`config.mk`:
```
export PLATFORM = sky130hd
export DESIGN_NAME = cax_top
export DESIGN_NICKNAME = d
export VERILOG_FILES = /design/src/shared/cax_pkg.sv /design/src/rtl/cax_top.sv /design/src/rtl/cax_sync.sv
export SDC_FILE = /design/constraint.sdc
export NUM_CORES = 1
export LEC_CHECK = 0
export BUFFER_PORTS_ARGS = -buffer_cell sky130_fd_sc_hd__buf_4
export CORE_MARGIN = 4
export CORE_UTILIZATION = 50
export CTS_BUF_LIST = sky130_fd_sc_hd__clkbuf_16
export DETAILED_ROUTE_END_ITERATION = 10
export GPL_TIMING_DRIVEN = 0
export PLACE_DENSITY = 0.9
export SYNTH_ARGS = -nofsm -noshare
export SYNTH_HDL_FRONTEND = slang
export SYNTH_SLANG_ARGS = --single-unit
```
`constraint.sdc`:
```
create_clock -name pclk -period 5.7 [get_ports pclk]
set_input_delay 0.855 -clock pclk [delete_from_list [all_inputs] [get_ports pclk]]
set_output_delay 0.855 -clock pclk [all_outputs]
set_load 0.05 [all_outputs]
```
`src/shared/cax_pkg.sv`:
```
package cax_pkg;

	// ****************************************************************
	// Register map, byte addresses on the APB.
	// ****************************************************************
	localparam int ADDR_W = 12;
	localparam logic [ADDR_W-1:0] OFS_CTRL1 = 12'h000;
	localparam logic [ADDR_W-1:0] OFS_CTRL2H = 12'h004;
	localparam logic [ADDR_W-1:0] OFS_STATUS = 12'h008;

	// ****************************************************************
	// Field positions of module_control_one_low.
	// ****************************************************************
	localparam int B_MODULE_ON = 15;
	localparam int B_IDLE_STOP = 13;
	localparam int B_SLEEP_RUN = 12;
	localparam int B_TB_SYNC = 11;
	localparam int B_TIME_BASE_CLOCK_SELECT_LO = 8;
	localparam int B_PRESCALE_LO = 6;
	localparam int B_WIDE_TB = 5;
	localparam int B_CAPSEL = 4;
	localparam int B_MODE_LO = 0;
	localparam logic [15:0] CTRL1_RESET = 16'h0000;
	localparam logic [15:0] CTRL1_WMASK = 16'hBFFF;

	// ****************************************************************
	// Fields of control_two_high and of the status word.
	// ****************************************************************
	localparam int B_AUX_SEL_LO = 3;
	localparam logic [1:0] AUX_SEL_RESET = 2'h0;
	localparam int B_ST_AUX = 0;
	localparam int B_ST_TICK = 1;
	localparam int B_ST_TIME_BASE_CLOCK_SELECT_LO = 2;

	// ****************************************************************
	// Encodings.
	// ****************************************************************
	localparam logic [1:0] AUX_NONE = 2'h0;
	localparam logic [1:0] AUX_ROLL = 2'h1;
	localparam logic [1:0] AUX_SEL2 = 2'h2;
	localparam logic [1:0] AUX_SEL3 = 2'h3;
	localparam logic [3:0] MODE_TIMER = 4'h0;
	localparam logic [2:0] CLK_SYS = 3'h0;
	localparam logic [2:0] CLK_8MHZ = 3'h1;
	localparam logic [2:0] CLK_SOSC = 3'h2;
	localparam logic [2:0] CLK_LOW_POWER_RC_OSC = 3'h3;
	localparam logic [2:0] CLK_FOSC = 3'h4;
	localparam logic [2:0] CLK_LCELL1 = 3'h5;
	localparam logic [2:0] CLK_EXT_B = 3'h6;
	localparam logic [2:0] CLK_EXT_A = 3'h7;
	localparam int N_CLK_SRC = 7;

endpackage

```
`src/rtl/cax_top.sv`:
```
// Operation
// - Two-bit aux select picks the output; code 00 gives no output.
// - Decoding of aux select depends on capture select and mode code.
// - Code 01 gives time base rollover in every mode.
// - Timer mode: 10 gives special event trigger, 11 gives nothing.
// - Compare modes: 10 gives compare event, 11 gives compare waveform.
// - Capture modes: 10 mirrors the capture disable flag.
// - Capture modes: 11 gives the capture event.
// - Auxiliary output goes to the charge time measurement unit.
// - Clock select 111, 110, 101: external A, external B, logic cell.
// - Clock select 100..000: oscillator, LOW_POWER_RC_OSC, secondary, 8 MHz, system.
// - After reset the time base runs from the system clock.
// - Timer mode is capture select 0, mode 0000; capture select 1 gives the capture modes.
module cax_top
	import cax_pkg::*;
(
	input wire logic pclk,
	input wire logic presetn,
	input wire logic psel,
	input wire logic penable,
	input wire logic pwrite,
	input wire logic [ADDR_W-1:0] paddr,
	input wire logic [31:0] pwdata,
	output logic [31:0] prdata,
	output logic pready,
	output logic pslverr,
	input wire logic rollover_evt,
	input wire logic special_trig_evt,
	input wire logic compare_evt,
	input wire logic compare_out,
	input wire logic capture_evt,
	input wire logic capture_disable_flag,
	input wire logic clk_8mhz_in,
	input wire logic sec_osc_in,
	input wire logic low_power_rc_osc,
	input wire logic sys_osc_in,
	input wire logic logic_cell_one,
	input wire logic ext_clock_input_b,
	input wire logic ext_clock_input_a,
	output logic aux_out_charge_time_measure_unit,
	output logic tb_tick,
	output logic [15:0] ctrl1_q
);

	// ****************************************************************
	// State.
	// ****************************************************************
	typedef struct packed {
		logic [15:0] ctrl1;
		logic [1:0] aux_sel;
		logic [31:0] prdata;
		logic pready;
		logic pslverr;
		logic prev_lvl;
		logic tick;
		logic stretch;
		logic aux_out;
	} cax_state_t;

	cax_state_t s_ff;
	cax_state_t nxt_s;

	logic [N_CLK_SRC-1:0] src_async;
	logic [N_CLK_SRC-1:0] src_sync;
	logic [2:0] time_base_clock_select;
	logic [3:0] mode;
	logic capsel;
	logic on;
	logic is_timer;
	logic is_compare;
	logic is_capture;
	logic sel_lvl;
	logic tick_now;
	logic ev;
	logic ev_mode;
	logic lvl_mode;
	logic lvl;

	// ****************************************************************
	// Clock source synchronisers.
	// ****************************************************************
	// Bit k holds the source chosen by clock select code k+1.
	assign src_async = {ext_clock_input_a, ext_clock_input_b,
		logic_cell_one, sys_osc_in, low_power_rc_osc, sec_osc_in,
		clk_8mhz_in};

	cax_sync #(
		.WIDTH(N_CLK_SRC)
	) u_sync (
		.pclk(pclk),
		.presetn(presetn),
		.async_in(src_async),
		.sync_out(src_sync)
	);

	assign time_base_clock_select = s_ff.ctrl1[B_TIME_BASE_CLOCK_SELECT_LO +: 3];
	assign mode = s_ff.ctrl1[B_MODE_LO +: 4];
	assign capsel = s_ff.ctrl1[B_CAPSEL];
	assign on = s_ff.ctrl1[B_MODULE_ON];

	// ****************************************************************
	// Mode decode and output selection.
	// ****************************************************************
	always_comb begin
		is_timer = !capsel && (mode == MODE_TIMER);
		is_compare = !capsel && (mode != MODE_TIMER);
		is_capture = capsel;
		// Sources slower than pclk give one tick per rising edge.
		sel_lvl = 1'b0;
		tick_now = 1'b1;
		if (time_base_clock_select != CLK_SYS) begin
			sel_lvl = src_sync[time_base_clock_select - 3'h1];
			tick_now = sel_lvl && !s_ff.prev_lvl;
		end
		ev_mode = 1'b0;
		ev = 1'b0;
		lvl_mode = 1'b0;
		lvl = 1'b0;
		case (s_ff.aux_sel)
			AUX_NONE: begin
				ev_mode = 1'b0;
			end
			AUX_ROLL: begin
				ev_mode = 1'b1;
				ev = rollover_evt;
			end
			AUX_SEL2: begin
				if (is_capture) begin
					lvl_mode = 1'b1;
					lvl = capture_disable_flag;
				end else begin
					ev_mode = 1'b1;
					ev = is_timer ? special_trig_evt : compare_evt;
				end
			end
			AUX_SEL3: begin
				if (is_capture) begin
					ev_mode = 1'b1;
					ev = capture_evt;
				end else if (is_compare) begin
					lvl_mode = 1'b1;
					lvl = compare_out;
				end
			end
			default: begin
				ev_mode = 1'b0;
			end
		endcase
	end

	// ****************************************************************
	// Next state: APB slave and output registers.
	// ****************************************************************
	always_comb begin
		nxt_s = s_ff;
		nxt_s.pready = 1'b0;
		nxt_s.pslverr = 1'b0;
		nxt_s.prev_lvl = sel_lvl;
		nxt_s.tick = tick_now;
		// A new event wins over the tick that would end the pulse.
		nxt_s.stretch = on && ev_mode &&
			(ev || (s_ff.stretch && !tick_now));
		nxt_s.aux_out = on && (lvl_mode ? lvl : nxt_s.stretch);
		// The answer is prepared in the setup cycle so that pready comes
		// from a flop yet the access phase never waits.
		if (psel && !penable) begin
			nxt_s.pready = 1'b1;
			nxt_s.prdata = 32'h0000_0000;
			case (paddr)
				OFS_CTRL1: begin
					nxt_s.prdata[15:0] = s_ff.ctrl1 & CTRL1_WMASK;
				end
				OFS_CTRL2H: begin
					nxt_s.prdata[B_AUX_SEL_LO +: 2] = s_ff.aux_sel;
				end
				OFS_STATUS: begin
					nxt_s.prdata[B_ST_AUX] = s_ff.aux_out;
					nxt_s.prdata[B_ST_TICK] = s_ff.tick;
					nxt_s.prdata[B_ST_TIME_BASE_CLOCK_SELECT_LO +: 3] = time_base_clock_select;
				end
				default: begin
					nxt_s.pslverr = 1'b1;
				end
			endcase
		end
		if (psel && penable && s_ff.pready && pwrite && !s_ff.pslverr) begin
			case (paddr)
				OFS_CTRL1: begin
					nxt_s.ctrl1 = pwdata[15:0] & CTRL1_WMASK;
				end
				OFS_CTRL2H: begin
					nxt_s.aux_sel = pwdata[B_AUX_SEL_LO +: 2];
				end
				default: begin
					nxt_s.ctrl1 = s_ff.ctrl1;
				end
			endcase
		end
	end

	always_ff @(posedge pclk or negedge presetn) begin
		if (!presetn) begin
			s_ff <= '0;
			s_ff.ctrl1 <= CTRL1_RESET;
			s_ff.aux_sel <= AUX_SEL_RESET;
		end else begin
			s_ff <= nxt_s;
		end
	end

	assign prdata = s_ff.prdata;
	assign pready = s_ff.pready;
	assign pslverr = s_ff.pslverr;
	assign aux_out_charge_time_measure_unit = s_ff.aux_out;
	assign tb_tick = s_ff.tick;
	assign ctrl1_q = s_ff.ctrl1;
endmodule

```
`src/rtl/cax_sync.sv`:
```
module cax_sync #(
	parameter int WIDTH = 1
) (
	input wire logic pclk,
	input wire logic presetn,
	input wire logic [WIDTH-1:0] async_in,
	output logic [WIDTH-1:0] sync_out
);

	typedef struct packed {
		logic [WIDTH-1:0] meta;
		logic [WIDTH-1:0] stable;
	} cax_sync_t;

	cax_sync_t s_ff;
	cax_sync_t nxt_s;

	if (WIDTH < 1) begin : g_chk
		$error("cax_sync needs WIDTH of at least one");
	end

	// Only the second stage is read outside; the first may go metastable.
	always_comb begin
		nxt_s = s_ff;
		nxt_s.meta = async_in;
		nxt_s.stable = s_ff.meta;
	end

	always_ff @(posedge pclk or negedge presetn) begin
		if (!presetn) begin
			s_ff <= '0;
		end else begin
			s_ff <= nxt_s;
		end
	end

	assign sync_out = s_ff.stable;

endmodule

```
==> metrics.txt <==
GPL Wtd Cong between 0.8 and 0.9; Reg2Reg Launch Point ctrl1_q[8]; Ports about 110; Die W ~79 µm; wirelength, routed 5.10 mm; commonest non-fill, non-tap cells in the layout 124 x buf_4, 52 x dfrtp_1, 18 x conb_1; Peak VDD IR between 0.2 and 0.25 mV; Register-to-Register Path Depth 7; Slew Limit Headroom a little over a third; Yosys cell types 34; Critical Path End Type register; first-pass GRT wire length 8.32 mm; M1 WL a little under 2 mm; max cap viols 0; Die Height 78.6 µm; Critical Path Start paddr[9]; via density per instance 4.60; Seq/Total Area, Yosys between 50% and 60%; dpl hpwl roughly 3.9 mm; proportion of layout cells with a drive suffix above 1 50.5%; Post-synth EDFFs 0; flop and latch count out of synthesis 52; part of the cycle the worst path needs between 40 and 50%; Post-CTS Setup Bufs 0; fin nets 370; Overflow after GRT 0; Final Util a little over two thirds; Yosys warning total 0; Crit Path Class in -> reg; port buffer count 76; CTS Buf Count 5; Tmin final between 2 and 3 ns; vias in the first global route between 1500 and 2000; cells after synthesis roughly 210; Gates resized, CTS repair 0; status completed; Yosys top cell by area dfrtp_1; largest net degree at the start of global routing 53; most common cell after layout, fill and taps aside buf_4; First-pass DRT Iterations 4; post-route setup TNS 0 ns; Reg2Reg Setup Slack 3.50 ns; Tightest Pin Transition 0.944 ns; Bufs on Longest Clock Path 2; area grow syn2layout 35.5%; design area ~3400 µm²; clk_lat worst skew roughly 0.28 ns; Syn Area/Cell 12.1 µm²; std cell rows 25; initial DRC count 62; initial antenna violation count 0; Wirelength per Cell about 14 µm; # DRC 0; # setup viols final 0; detailed-route via count approximately 1700; Clock Skews 0.00569 ns; Detail Route Antenna Nets 0; Post-synth ARST share between 90% and 100%; Crit path required time 5.87 ns; Clock Pin Slew Worst Setup and Hold Paths around 0.06 ns; antenna fix cells 0; CTS tree done; Worst Hold Class reg -> reg; Routed met2 length around 2.7 mm; # hold bufs at CTS 0; power consumption 789 µW; H-Tree Level Count 2; Power Density 233 nW/µm²; Area contributors post-synth dfrtp_1 52%, buf_4 14%, mux2_4 6.0%, mux2_2 3.6%, a22o_1 3.5%; post-synth top area share a little over half; clock tree sinks 52; upper clock frequency limit roughly 390 MHz; WP data arrival about 2.7 ns; terminus of the critical flop-to-flop path aux_out_charge_time_measure_unit; Synth Flop Type dfrtp_1; Critical Path Source Type input pin; Hold Fails Final Rpt 0; crit path to ctrl1_q[4]; Post-Syn Area 2490 µm²; Starting Density between 50% and 60%; Die ar. around 6200 µm²; Pleak between 1.5 and 2 nW; Overall Global Routing Usage 17.1%; clock root buffer clkbuf_16; unrepaired setup endpoints after global routing no; wire length on met3 roughly 400 µm; Fill cells roughly 370; CP max FO 10; top sig layer met4; core area approximately 4800 µm²; DP Area 3210 µm²; Slew Limit Fails 0
==> final cells by class <==
cell class / instances / area, µm² / share of cell area (%)
flip-flops and latches: 52 / 1300 / 38.5
inverters: 7 / 26.3 / 0.778
clock inverters: 3 / 42.5 / 1.26
well taps: 67 / 83.8 / 2.48
clock buffers: 5 / 125 / 3.70
plain buffers: 56 / 414 / 12.3
multi-input cells: 108 / 815 / 24.1
repair buffers: 76 / 571 / 16.9
==> synth_stat cells (5+ instances only) <==
| cell type | number |
|---|---|
| dfrtp_1 | 52 |
| buf_4 | 48 |
| a22o_1 | 10 |
| mux2_4 | 10 |
| nand2_1 | 9 |
| mux2_2 | 8 |
| inv_1 | 7 |
| a21oi_1 | 6 |
| clkbuf_1 | 6 |
| mux2i_1 | 6 |
| o21ai_0 | 6 |
| nor2_1 | 5 |
==> stage by stage <==
step	hold slack, ns	setup slack (ns)	instances
after global routing	0.355	2.99	374
after floorplan	0.331	3.14	223
final	0.346	3.15	374
after CTS	0.350	3.15	374
after detailed placement	0.335	2.86	366
after global placement	0.333	2.92	366
==> worst min-delay path by stage <==
| stage | startpoint | cells past startpoint | to | slack [ns] |
|---|---|---|---|---|
| global route | u_sync.nxt_s[3] | 0 | u_sync.sync_out[3] | 0.36 |
| finish | u_sync.nxt_s[1] | 0 | u_sync.sync_out[1] | 0.35 |
| detailed placement | u_sync.nxt_s[6] | 0 | u_sync.sync_out[6] | 0.33 |
| floorplan | u_sync.nxt_s[0] | 0 | u_sync.sync_out[0] | 0.33 |
| global placement | u_sync.nxt_s[2] | 0 | u_sync.sync_out[2] | 0.33 |
| CTS | u_sync.nxt_s[6] | 0 | u_sync.sync_out[6] | 0.35 |
==> registers in the layout (all words and copies together) (netlist names) <==
name                              cells
aux_out_charge_time_measure_unit      1
ctrl1_q                              15
s_ff                                  4
prdata                               15
u_sync.sync_out                       7
u_sync.nxt_s                          7
pready                                1
tb_tick                               1
pslverr                               1
==> power breakdown <==
| part | total (mW) | switching (mW) | internal (mW) |
|---|---|---|---|
| clock network | 0.334 | 0.127 | 0.207 |
| registers | 0.376 | 0.00155 | 0.375 |
| logic | 0.0783 | 0.0472 | 0.0311 |
==> metal layers <==
metal,track usage (%),vias to the layer above
met1,19.2,817
met5,0,-
li1,-,837
met2,30.6,58
met4,5.94,0
met3,4.82,9
==> worst max-delay path, stage by stage <==
cell     delay (ns)
buf_4          0.11
nor4_1         0.28
nand3_1        0.27
or4_1          0.59
buf_6          0.16
buf_12         0.15
mux2_4         0.30
==> logic make-up after synthesis <==
| group | Yosys count | share of synthesized area (%) |
|---|---|---|
| AND/OR/NAND/NOR | 34 | 7.68 |
| other | 1 | 0.150 |
| XOR/XNOR | 2 | 0.703 |
| multiplexers | 25 | 13.0 |
| adder cells (fa/ha/maj) | 2 | 1.00 |
| AO/OA/AOI/OAI | 27 | 7.63 |
| buffers and inverters | 63 | 17.7 |
| flip-flops | 52 | 52.2 |
Note: power is estimated with default switching activity, not from simulation.
